==> src/include/sutc_params.svh <==
// register map, field positions, reset values and sizes for the user buffer / tx control block
`ifndef SUTC_PARAMS_SVH
`define SUTC_PARAMS_SVH

`define SUTC_ADDR_W          7
`define SUTC_ADDR_RX_BCFG    7'h0b
`define SUTC_ADDR_TX_CTL     7'h0c

`define SUTC_RX_BCFG_RST     8'h00
`define SUTC_TX_CTL_RST      8'h00
`define SUTC_RX_BCFG_MASK    8'h3f
`define SUTC_TX_CTL_MASK     8'h7f

`define SUTC_BCFG_DAT_ONLY   5
`define SUTC_BCFG_SPLIT      4
`define SUTC_BCFG_CS_MODE    3
`define SUTC_BCFG_MODE_HI    2
`define SUTC_BCFG_MODE_LO    1
`define SUTC_BCFG_SIZE       0

`define SUTC_CTL_VALID       6
`define SUTC_CTL_RATIO_HI    5
`define SUTC_CTL_RATIO_LO    3
`define SUTC_CTL_CLK_HI      2
`define SUTC_CTL_CLK_LO      1
`define SUTC_CTL_EN          0

`define SUTC_RATIO_1_1       3'h0
`define SUTC_RATIO_1_2       3'h1
`define SUTC_RATIO_1_4       3'h2
`define SUTC_RATIO_2_1       3'h5
`define SUTC_RATIO_4_1       3'h6
`define SUTC_MUL_X1          2'h0
`define SUTC_MUL_X2          2'h1
`define SUTC_MUL_X4          2'h2

`define SUTC_CS_BYTES_W      40
`define SUTC_UBUF_CNT_W      10
`define SUTC_UBUF_LEN_SMALL  10'h180
`define SUTC_UBUF_LEN_LARGE  10'h300

`define SUTC_SPI_FRAME_BITS  5'h10
`define SUTC_SPI_HDR_BITS    5'h08
`define SUTC_SPI_RW_BIT      0

`endif

==> src/include/sutc_pkg.sv <==
// types shared by the user buffer / tx control block
package sutc_pkg;

	typedef enum logic [1:0] {
		SUTC_UB_DISCARD,
		SUTC_UB_DOUBLE,
		SUTC_UB_FORMAT,
		SUTC_UB_RSVD
	} sutc_ubuf_mode_e;

	typedef enum logic [1:0] {
		SUTC_CLK_INT1,
		SUTC_CLK_INT2,
		SUTC_CLK_PLL,
		SUTC_CLK_RSVD
	} sutc_clk_src_e;

endpackage

==> src/hdl/sutc_spi_port.sv <==
// serial control port slave: 7-bit address, read flag, 8 data bits, msb first, mode 0
`timescale 1ns/10ps
`default_nettype none
`include "sutc_params.svh"

module sutc_spi_port (
	input  wire logic                    clk_sys,
	input  wire logic                    srst,
	input  wire logic                    spi_sclk,
	input  wire logic                    spi_cs_n,
	input  wire logic                    spi_mosi,
	output logic                         spi_miso,
	output logic                         spi_miso_oe_n,
	output logic                         wr_stb,
	output logic [`SUTC_ADDR_W-1:0]      reg_addr,
	output logic [7:0]                   wr_data,
	input  wire logic [7:0]              rd_data
);

	logic [2:0] sclk_q;
	logic [1:0] cs_n_q;
	logic [1:0] mosi_q;
	logic [4:0] bit_cnt_q;
	logic [14:0] shin_q;
	logic [7:0] shout_q;
	logic       reading_q;
	logic       fetch_q;
	logic       load_q;
	logic       rise;
	logic       fall;

	// sclk_q[0], cs_n_q[0], mosi_q[0] are first synchroniser stages, read only by the next stage
	always_ff @(posedge clk_sys) begin
		if (srst) begin
			sclk_q <= 3'h0;
			cs_n_q <= 2'h3;
			mosi_q <= 2'h0;
		end else begin
			sclk_q <= {sclk_q[1:0], spi_sclk};
			cs_n_q <= {cs_n_q[0], spi_cs_n};
			mosi_q <= {mosi_q[0], spi_mosi};
		end
	end

	assign rise = sclk_q[1] & ~sclk_q[2];
	assign fall = ~sclk_q[1] & sclk_q[2];

	always_ff @(posedge clk_sys) begin
		if (srst || cs_n_q[1]) begin
			bit_cnt_q <= 5'h00;
			shin_q    <= 15'h0000;
		end else if (rise && bit_cnt_q != `SUTC_SPI_FRAME_BITS) begin
			bit_cnt_q <= bit_cnt_q + 5'h01;
			shin_q    <= {shin_q[13:0], mosi_q[1]};
		end
	end

	// address and direction are complete at the eighth rise; the shifter loads two cycles
	// later because the read register needs one cycle to follow the new address
	always_ff @(posedge clk_sys) begin
		if (srst || cs_n_q[1]) begin
			reading_q <= 1'b0;
			fetch_q   <= 1'b0;
			load_q    <= 1'b0;
			reg_addr  <= {`SUTC_ADDR_W{1'b0}};
		end else begin
			fetch_q <= 1'b0;
			load_q  <= fetch_q;
			if (rise && bit_cnt_q == `SUTC_SPI_HDR_BITS - 5'h01) begin
				reg_addr  <= shin_q[`SUTC_ADDR_W-1:0];
				reading_q <= mosi_q[1];
				fetch_q   <= mosi_q[1];
			end
		end
	end

	// miso changes on falling sclk so the master samples a settled bit on the rising one
	always_ff @(posedge clk_sys) begin
		if (srst) begin
			shout_q       <= 8'h00;
			spi_miso      <= 1'b0;
			spi_miso_oe_n <= 1'b1;
		end else begin
			spi_miso_oe_n <= ~(reading_q & ~cs_n_q[1]);
			if (load_q) begin
				shout_q  <= {rd_data[6:0], 1'b0};
				spi_miso <= rd_data[7];
			end else if (fall && reading_q && bit_cnt_q > `SUTC_SPI_HDR_BITS) begin
				shout_q  <= {shout_q[6:0], 1'b0};
				spi_miso <= shout_q[7];
			end
		end
	end

	always_ff @(posedge clk_sys) begin
		if (srst) begin
			wr_stb  <= 1'b0;
			wr_data <= 8'h00;
		end else begin
			wr_stb <= rise && !cs_n_q[1] && !reading_q && bit_cnt_q == `SUTC_SPI_FRAME_BITS - 5'h01;
			if (rise && bit_cnt_q == `SUTC_SPI_FRAME_BITS - 5'h01) begin
				wr_data <= {shin_q[6:0], mosi_q[1]};
			end
		end
	end

endmodule
`default_nettype wire

==> src/hdl/sutc_ctrl.sv <==
// receive user-bit buffer configuration and transmitter control registers with their effects
//
// Summary of operation
// - with the dat-only option set, iec formatting in use and dat category seen, the user-bit interrupt fires only on a start bit change.
// - the split bit keeps channel a and b user bits together at 0 and apart at 1.
// - with the cs interrupt mode at 0 the cs block flag sets on every new 192-frame block.
// - with the cs interrupt mode at 1 the flag sets only when the first five cs bytes differ from the previous block.
// - user-buffer mode 00 discards user bits, 01 fills the second buffer once the first is full, 11 is reserved.
// - user-buffer mode 10 formats by cs byte 1 bits 4 to 7 when professional, otherwise by the consumer user-data format.
// - the validity control drives the outgoing validity bit, 1 meaning unsuitable for conversion.
// - ratio codes 000, 001 and 010 select 1:1, 1:2 and 1:4.
// - ratio codes 101 and 110 select 2:1 and 4:1, any other code is unsupported.
// - clock select 00, 01, 10 pick internal clock 1, internal clock 2 and the recovered pll clock, 11 is reserved.
// - the transmitter streams only while its enable bit is 1.
// - the receive buffer configuration register sits at 0x0b with bits 7 and 6 reserved.
// - the transmit control register sits at 0x0c with validity, ratio, clock select and enable fields.
`timescale 1ns/10ps
`default_nettype none
`include "sutc_params.svh"

module sutc_ctrl (
	input  wire logic                        clk_sys,
	input  wire logic                        srst,
	input  wire logic                        spi_sclk,
	input  wire logic                        spi_cs_n,
	input  wire logic                        spi_mosi,
	output logic                             spi_miso,
	output logic                             spi_miso_oe_n,
	input  wire logic                        cs_block_done,
	input  wire logic [`SUTC_CS_BYTES_W-1:0] cs_first_bytes,
	input  wire logic                        rx_cs_flag_clr,
	input  wire logic                        professional_flag,
	input  wire logic                        dat_category,
	input  wire logic                        user_evt,
	input  wire logic                        user_id_change,
	input  wire logic                        user_bit_stb,
	input  wire logic                        user_preamble_z,
	output logic                             rx_cs_block_flag,
	output logic                             user_bit_irq,
	output logic                             rx_user_wr,
	output logic                             rx_user_buf_sel,
	output logic                             rx_user_split,
	output logic                             rx_fmt_pro,
	output logic                             rx_fmt_iec,
	output logic                             tx_validity_ctl,
	output logic                             tx_ratio_valid,
	output logic [1:0]                       tx_rate_mul,
	output logic                             tx_rate_up,
	output logic [2:0]                       tx_clk_sel,
	output logic                             tx_stream_en
);

	logic                        wr_stb;
	logic [`SUTC_ADDR_W-1:0]     reg_addr;
	logic [7:0]                  wr_data;
	logic [7:0]                  rd_data_q;
	logic [7:0]                  rx_bcfg_q;
	logic [7:0]                  tx_ctl_q;
	logic [`SUTC_CS_BYTES_W-1:0] cs_prev_q;
	logic [`SUTC_UBUF_CNT_W-1:0] ub_cnt_q;
	logic                        ub_run_q;
	sutc_pkg::sutc_ubuf_mode_e   ub_mode;
	sutc_pkg::sutc_clk_src_e     clk_src;
	logic [2:0]                  ratio;
	logic                        iec_fmt;
	logic                        dat_gate;
	logic                        cs_set;

	sutc_spi_port u_spi (
		.clk_sys       (clk_sys),
		.srst          (srst),
		.spi_sclk      (spi_sclk),
		.spi_cs_n      (spi_cs_n),
		.spi_mosi      (spi_mosi),
		.spi_miso      (spi_miso),
		.spi_miso_oe_n (spi_miso_oe_n),
		.wr_stb        (wr_stb),
		.reg_addr      (reg_addr),
		.wr_data       (wr_data),
		.rd_data       (rd_data_q)
	);

	function automatic logic [`SUTC_UBUF_CNT_W-1:0] ubuf_last(input logic big);
		ubuf_last = (big ? `SUTC_UBUF_LEN_LARGE : `SUTC_UBUF_LEN_SMALL) - 10'h001;
	endfunction

	assign ub_mode = sutc_pkg::sutc_ubuf_mode_e'(rx_bcfg_q[`SUTC_BCFG_MODE_HI:`SUTC_BCFG_MODE_LO]);
	assign clk_src = sutc_pkg::sutc_clk_src_e'(tx_ctl_q[`SUTC_CTL_CLK_HI:`SUTC_CTL_CLK_LO]);
	assign ratio   = tx_ctl_q[`SUTC_CTL_RATIO_HI:`SUTC_CTL_RATIO_LO];
	assign iec_fmt = (ub_mode == sutc_pkg::SUTC_UB_FORMAT) && !professional_flag;
	assign dat_gate = rx_bcfg_q[`SUTC_BCFG_DAT_ONLY] && iec_fmt && dat_category;

	// reserved bits are dropped on write so they always read back as zero
	always_ff @(posedge clk_sys) begin
		if (srst) begin
			rx_bcfg_q <= `SUTC_RX_BCFG_RST;
			tx_ctl_q  <= `SUTC_TX_CTL_RST;
		end else if (wr_stb) begin
			if (reg_addr == `SUTC_ADDR_RX_BCFG) begin
				rx_bcfg_q <= wr_data & `SUTC_RX_BCFG_MASK;
			end
			if (reg_addr == `SUTC_ADDR_TX_CTL) begin
				tx_ctl_q <= wr_data & `SUTC_TX_CTL_MASK;
			end
		end
	end

	// unmapped addresses read as zero
	always_ff @(posedge clk_sys) begin
		if (srst) begin
			rd_data_q <= 8'h00;
		end else if (reg_addr == `SUTC_ADDR_RX_BCFG) begin
			rd_data_q <= rx_bcfg_q;
		end else if (reg_addr == `SUTC_ADDR_TX_CTL) begin
			rd_data_q <= tx_ctl_q;
		end else begin
			rd_data_q <= 8'h00;
		end
	end

	// the compare history updates on every block so mode 1 always compares against the last one
	assign cs_set = cs_block_done &&
		(!rx_bcfg_q[`SUTC_BCFG_CS_MODE] || cs_first_bytes != cs_prev_q);

	always_ff @(posedge clk_sys) begin
		if (srst) begin
			cs_prev_q        <= {`SUTC_CS_BYTES_W{1'b0}};
			rx_cs_block_flag <= 1'b0;
		end else begin
			if (cs_block_done) begin
				cs_prev_q <= cs_first_bytes;
			end
			// a set in the clearing cycle wins
			if (cs_set) begin
				rx_cs_block_flag <= 1'b1;
			end else if (rx_cs_flag_clr) begin
				rx_cs_block_flag <= 1'b0;
			end
		end
	end

	always_ff @(posedge clk_sys) begin
		if (srst) begin
			user_bit_irq <= 1'b0;
		end else begin
			user_bit_irq <= dat_gate ? user_id_change : user_evt;
		end
	end

	always_ff @(posedge clk_sys) begin
		if (srst) begin
			rx_user_split <= 1'b0;
			rx_fmt_pro    <= 1'b0;
			rx_fmt_iec    <= 1'b0;
		end else begin
			rx_user_split <= rx_bcfg_q[`SUTC_BCFG_SPLIT];
			rx_fmt_pro    <= (ub_mode == sutc_pkg::SUTC_UB_FORMAT) && professional_flag;
			rx_fmt_iec    <= iec_fmt;
		end
	end

	// double buffering: count bits from preamble z and swap buffers when the selected length fills
	always_ff @(posedge clk_sys) begin
		if (srst || ub_mode != sutc_pkg::SUTC_UB_DOUBLE) begin
			ub_cnt_q        <= {`SUTC_UBUF_CNT_W{1'b0}};
			ub_run_q        <= 1'b0;
			rx_user_buf_sel <= 1'b0;
		end else if (user_bit_stb && (ub_run_q || user_preamble_z)) begin
			ub_run_q <= 1'b1;
			if (ub_cnt_q == ubuf_last(rx_bcfg_q[`SUTC_BCFG_SIZE])) begin
				ub_cnt_q        <= {`SUTC_UBUF_CNT_W{1'b0}};
				rx_user_buf_sel <= ~rx_user_buf_sel;
			end else begin
				ub_cnt_q <= ub_cnt_q + 10'h001;
			end
		end
	end

	// user bits are stored in modes 01 and 10; 00 and the reserved code discard them
	always_ff @(posedge clk_sys) begin
		if (srst) begin
			rx_user_wr <= 1'b0;
		end else begin
			unique case (ub_mode)
				sutc_pkg::SUTC_UB_DISCARD: rx_user_wr <= 1'b0;
				sutc_pkg::SUTC_UB_DOUBLE:  rx_user_wr <= user_bit_stb && (ub_run_q || user_preamble_z);
				sutc_pkg::SUTC_UB_FORMAT:  rx_user_wr <= user_bit_stb;
				sutc_pkg::SUTC_UB_RSVD:    rx_user_wr <= 1'b0;
			endcase
		end
	end

	always_ff @(posedge clk_sys) begin
		if (srst) begin
			tx_ratio_valid <= 1'b0;
			tx_rate_mul    <= `SUTC_MUL_X1;
			tx_rate_up     <= 1'b0;
		end else begin
			tx_ratio_valid <= 1'b1;
			tx_rate_up     <= 1'b0;
			tx_rate_mul    <= `SUTC_MUL_X1;
			case (ratio)
				`SUTC_RATIO_1_1: tx_rate_mul <= `SUTC_MUL_X1;
				`SUTC_RATIO_1_2: tx_rate_mul <= `SUTC_MUL_X2;
				`SUTC_RATIO_1_4: tx_rate_mul <= `SUTC_MUL_X4;
				`SUTC_RATIO_2_1: begin
					tx_rate_mul <= `SUTC_MUL_X2;
					tx_rate_up  <= 1'b1;
				end
				`SUTC_RATIO_4_1: begin
					tx_rate_mul <= `SUTC_MUL_X4;
					tx_rate_up  <= 1'b1;
				end
				default: tx_ratio_valid <= 1'b0;
			endcase
		end
	end

	// reserved clock code selects nothing rather than guessing a source
	always_ff @(posedge clk_sys) begin
		if (srst) begin
			tx_clk_sel      <= 3'h0;
			tx_validity_ctl <= 1'b0;
			tx_stream_en    <= 1'b0;
		end else begin
			unique case (clk_src)
				sutc_pkg::SUTC_CLK_INT1: tx_clk_sel <= 3'h1;
				sutc_pkg::SUTC_CLK_INT2: tx_clk_sel <= 3'h2;
				sutc_pkg::SUTC_CLK_PLL:  tx_clk_sel <= 3'h4;
				sutc_pkg::SUTC_CLK_RSVD: tx_clk_sel <= 3'h0;
			endcase
			tx_validity_ctl <= tx_ctl_q[`SUTC_CTL_VALID];
			tx_stream_en    <= tx_ctl_q[`SUTC_CTL_EN];
		end
	end
endmodule
`default_nettype wire

==> config.mk <==
export PLATFORM = sky130hd
export DESIGN_NAME = sutc_ctrl
export DESIGN_NICKNAME = d
export VERILOG_FILES = /design/src/include/sutc_pkg.sv /design/src/hdl/sutc_spi_port.sv /design/src/hdl/sutc_ctrl.sv
export VERILOG_INCLUDE_DIRS = /design/src /design/src/include
export SDC_FILE = /design/constraint.sdc
export NUM_CORES = 1
export LEC_CHECK = 0
export ABC_CLOCK_PERIOD_IN_PS = 2530
export BUFFER_PORTS_ARGS = -buffer_cell sky130_fd_sc_hd__buf_4
export CORE_MARGIN = 2
export CORE_UTILIZATION = 55
export DETAILED_ROUTE_END_ITERATION = 12
export PLACE_DENSITY = 0.79
export SYNTH_ARGS = -nofsm -noshare
export SYNTH_HDL_FRONTEND = slang
export SYNTH_SLANG_ARGS = --single-unit
==> constraint.sdc <==
create_clock -name clk_sys -period 2.53 [get_ports clk_sys]
set_clock_uncertainty 0.05 [all_clocks]
set_input_delay 0.253 -clock clk_sys [delete_from_list [all_inputs] [get_ports clk_sys]]
set_output_delay 0.253 -clock clk_sys [all_outputs]
set_load 0.03 [all_outputs]
==> run_results.csv <==
group,metric,value,unit
setup_path,startpoint,"rx_bcfg_q[1]",
route,drt_pass1_iterations,5,
setup_path,worstSetupStartpointType,"flop",
sta,finalHoldViolCount,0,
pwr,fin_total_pwr,4810,µW
logic_synthesis,syn_area_per_cell,9.66,µm²
sta,timing.final.ws_setup,0.596,ns
die,die_y,102,µm
sta,period_minus_slack,1.93,ns
route,drc,0,
logic_synthesis,synth_area,5250,µm²
setup_path,cp_max_fo,4,
worst_hold_path,hold_path.class,"input pin to flop",
logic_synthesis,yosys_warnings,0,
route,avgViaCountPerCell,5.26,
worst_hold_path,min-delay-start,"srst",
pwr,power.switching,1090,µW
cts,cts_tree,"yes",
setup_path,cp.required,2.87,ns
die,design.die.area,10300,µm²
pwr,swShare,22.6,%
global_route,antenna_found_initial,0,
die,die_w,102,µm
sta,tightestPinTransition,0.680,ns
cts,postCtsHoldBufs,47,
global_route,grt_usage,24.0,%
route,wl_per_cell,14.5,µm
setup_path,critPathCaptureType,"flop",
pwr,clockPowerShare,47.6,%
placement,place.gp.congestion,0.817,
cts,clkTransAtPathRegs,0.06,ns
sta,drv_slew,0,
final_layout,final_common_cell,"dfxtp_1",
setup_path,path_class,"flop to flop",
placement,io_buffers,70,
final_layout,synthToLayoutAreaGrowth,30.8,%
pwr,internal_power,3720,µW
pwr,ir_drop,440,µV
logic_synthesis,synth_cell_types,41,
logic_synthesis,synth_top_cells_by_area,"dfxtp_1 (51%), mux2i_1 (12%), nor2_1 (6.4%)",
cts,htreeDepth,4,
logic_synthesis,synthFlopType,"dfxtp_1",
cts,cts.path.max_buffers,2,
logic_synthesis,netlist_instances,543,
final_layout,fill_cells,608,
setup_path,path_delay_family,"simple AND/OR/NAND/NOR gates",
status,outcome,"finished clean",
pwr,p_leak,0.00275,µW
die,row_count,35,
cts,cts_buffers,17,
sta,fin_tns_setup,0,ns
setup_path,r2r_slack,0.60,ns
final_layout,final_cell_mix,"dfxtp_1 (133), nor2_1 (89), buf_4 (74), mux2i_1 (64), dlygate4sd3_1 (47)",
global_route,grt_max_degree,59,
placement,pre_cts_slack,0.640,ns
setup_path,slowest_delay,0.57,ns
sta,finalCritPeriodShare,76.4,%
final_layout,final_nets,710,
global_route,grt_overflow_total,0,
sta,slew_headroom,54.7,%
logic_synthesis,synth-edff-count,0,
global_route,grt_pass1_wl,19400,µm
placement,place_hpwl,6720,µm
setup_path,path_buf_inv,1,
route,initialDrtViolationCount,145,
final_layout,fin_util,74.3,%
logic_synthesis,synth_top_area_share,50.7,%
final_layout,drive_gt1_share,16.7,%
cts,clock_latency,0.51,ns
cts,post-cts-setup-buffer-count,0,
setup_path,crit_slowest_cell,"dlygate4sd3_1",
cts,root_buffer,"clkbuf_8",
logic_synthesis,ys_ff_latch,133,
sta,max_freq,517,MHz
die,initial_core_util,56.8,%
global_route,grt_pass1_vias,4329,
route,vias,4178,
logic_synthesis,yosysTopAreaCell,"dfxtp_1",
die,core_area,9240,µm²
logic_synthesis,seq_area_frac_synth,50.7,%
logic_synthesis,async_flop_share,0,%
pwr,pwr-share-seq,45.1,%
setup_path,r2r-start,"rx_bcfg_q[1]",
cts,cts_resized,0,
pwr,combPwrFrac,7.2,%
sta,setup_viol,0,
die,ios,71,
cts,cts_sinks,133,
pwr,power_density,702,nW/µm²
flow_run,drv_cap,0,
route,routed_wl,11500,µm
sta,rsz0062_at_grt,"no",
setup_path,path_cells,"nand2b_1 -> nor3_1 -> mux2i_1 -> dlygate4sd3_1 -> nor2_1",
route,antenna_left,0,
logic_synthesis,syn-num-nets,600,
setup_path,crit_arrival,2.27,ns
[layout make-up]
| type | instances | area (µm²) | share of cell area [%] |
|---|---|---|---|
| antenna | 1 | 2.50 | 0.0365 |
| clock buffer | 18 | 418 | 6.09 |
| clock inverter | 13 | 136 | 1.99 |
| inverter | 5 | 18.8 | 0.273 |
| multi-input combinational | 375 | 2440 | 35.5 |
| sequential | 133 | 2660 | 38.8 |
| tap | 129 | 161 | 2.35 |
| timing repair buffer | 121 | 1030 | 14.9 |
[cell families (layout without fill, tap and decap cells)]
| group | Yosys count | after routing | synth area share [%] |
|---|---|---|---|
| XOR/XNOR | 52 | 52 | 8.68 |
| multiplexers | 64 | 64 | 12.2 |
| AO/OA/AOI/OAI | 48 | 48 | 5.65 |
| other | 0 | 1 | 0 |
| flip-flops | 133 | 133 | 50.7 |
| AND/OR/NAND/NOR | 207 | 207 | 19.0 |
| adder cells (fa/ha/maj) | 4 | 4 | 0.954 |
| buffers and inverters | 35 | 157 | 2.81 |
[worst paths after layout]
check | to | depth (start not counted)
worst max-delay path | user_bit_irq | 5
worst min-delay path | u_spi.sclk_q[1] | 2
worst max register to register | user_bit_irq | 5
worst min register to register | u_spi.cs_n_q[1] | 1
[cell usage after synthesis (5+ instances only)]
cell type  count
nor3b_1        7
nand4_1       10
clkbuf_1      20
inv_1          5
mux2i_1       64
nor2b_1        9
a22oi_1        6
buf_2          7
xnor2_1       25
a211oi_1       7
nor2_1        89
nor4_1         6
nor3_1         6
nand2_1       32
dfxtp_1      133
nand3_1       24
a21oi_1       24
xor2_1        27
nand2b_1       5
[metal layers]
| metal | routed length (µm) | GRT usage (%) | vias up | part of all wire (%) |
|---|---|---|---|---|
| li1 | - | - | 2077 | - |
| met2 | 5810 | 41.6 | 108 | 50 |
| met3 | 488 | 6.21 | 31 | 4.2 |
| met1 | 4860 | 26.8 | 1962 | 42 |
| met5 | 0 | 0 | - | 0 |
| met4 | 371 | 13.0 | 0 | 3.2 |
[flip-flops by register name, indices dropped and copies added, names as in the netlist, 2 cells and up]
register and flops:
cs_prev_q 40, u_spi.shout_q 7, u_spi.cs_n_q 2, rx_bcfg_q 6, u_spi.bit_cnt_q 5, u_spi.wr_data 7
u_spi.sclk_q 3, u_spi.shin_q 7, tx_ctl_q 7, ub_cnt_q 10, u_spi.reg_addr 7, u_spi.mosi_q 2
tx_rate_mul 2, tx_clk_sel 3, rd_data_q 7
[power groups by stage]
stage / clock network (µW) / registers [µW] / logic [µW]
2_1_floorplan: 0 / 2220 / 165
3_3_place_gp: 0 / 2210 / 267
3_5_place_dp: 0 / 2220 / 276
4_1_cts: 2310 / 2170 / 338
5_1_grt: 2420 / 2180 / 377
6_report: 2290 / 2170 / 348
[stage by stage]
stage | instances | hold slack (ns) | cell area [µm²]
after floorplan | 543 | 0.282 | 5250
after global placement | 716 | 0.346 | 5840
after detailed placement | 716 | 0.353 | 5840
after CTS | 794 | 0.144 | 6860
after global routing | 794 | 0.166 | 6860
final | 795 | 0.157 | 6860
(Power assumes the default switching activity.)
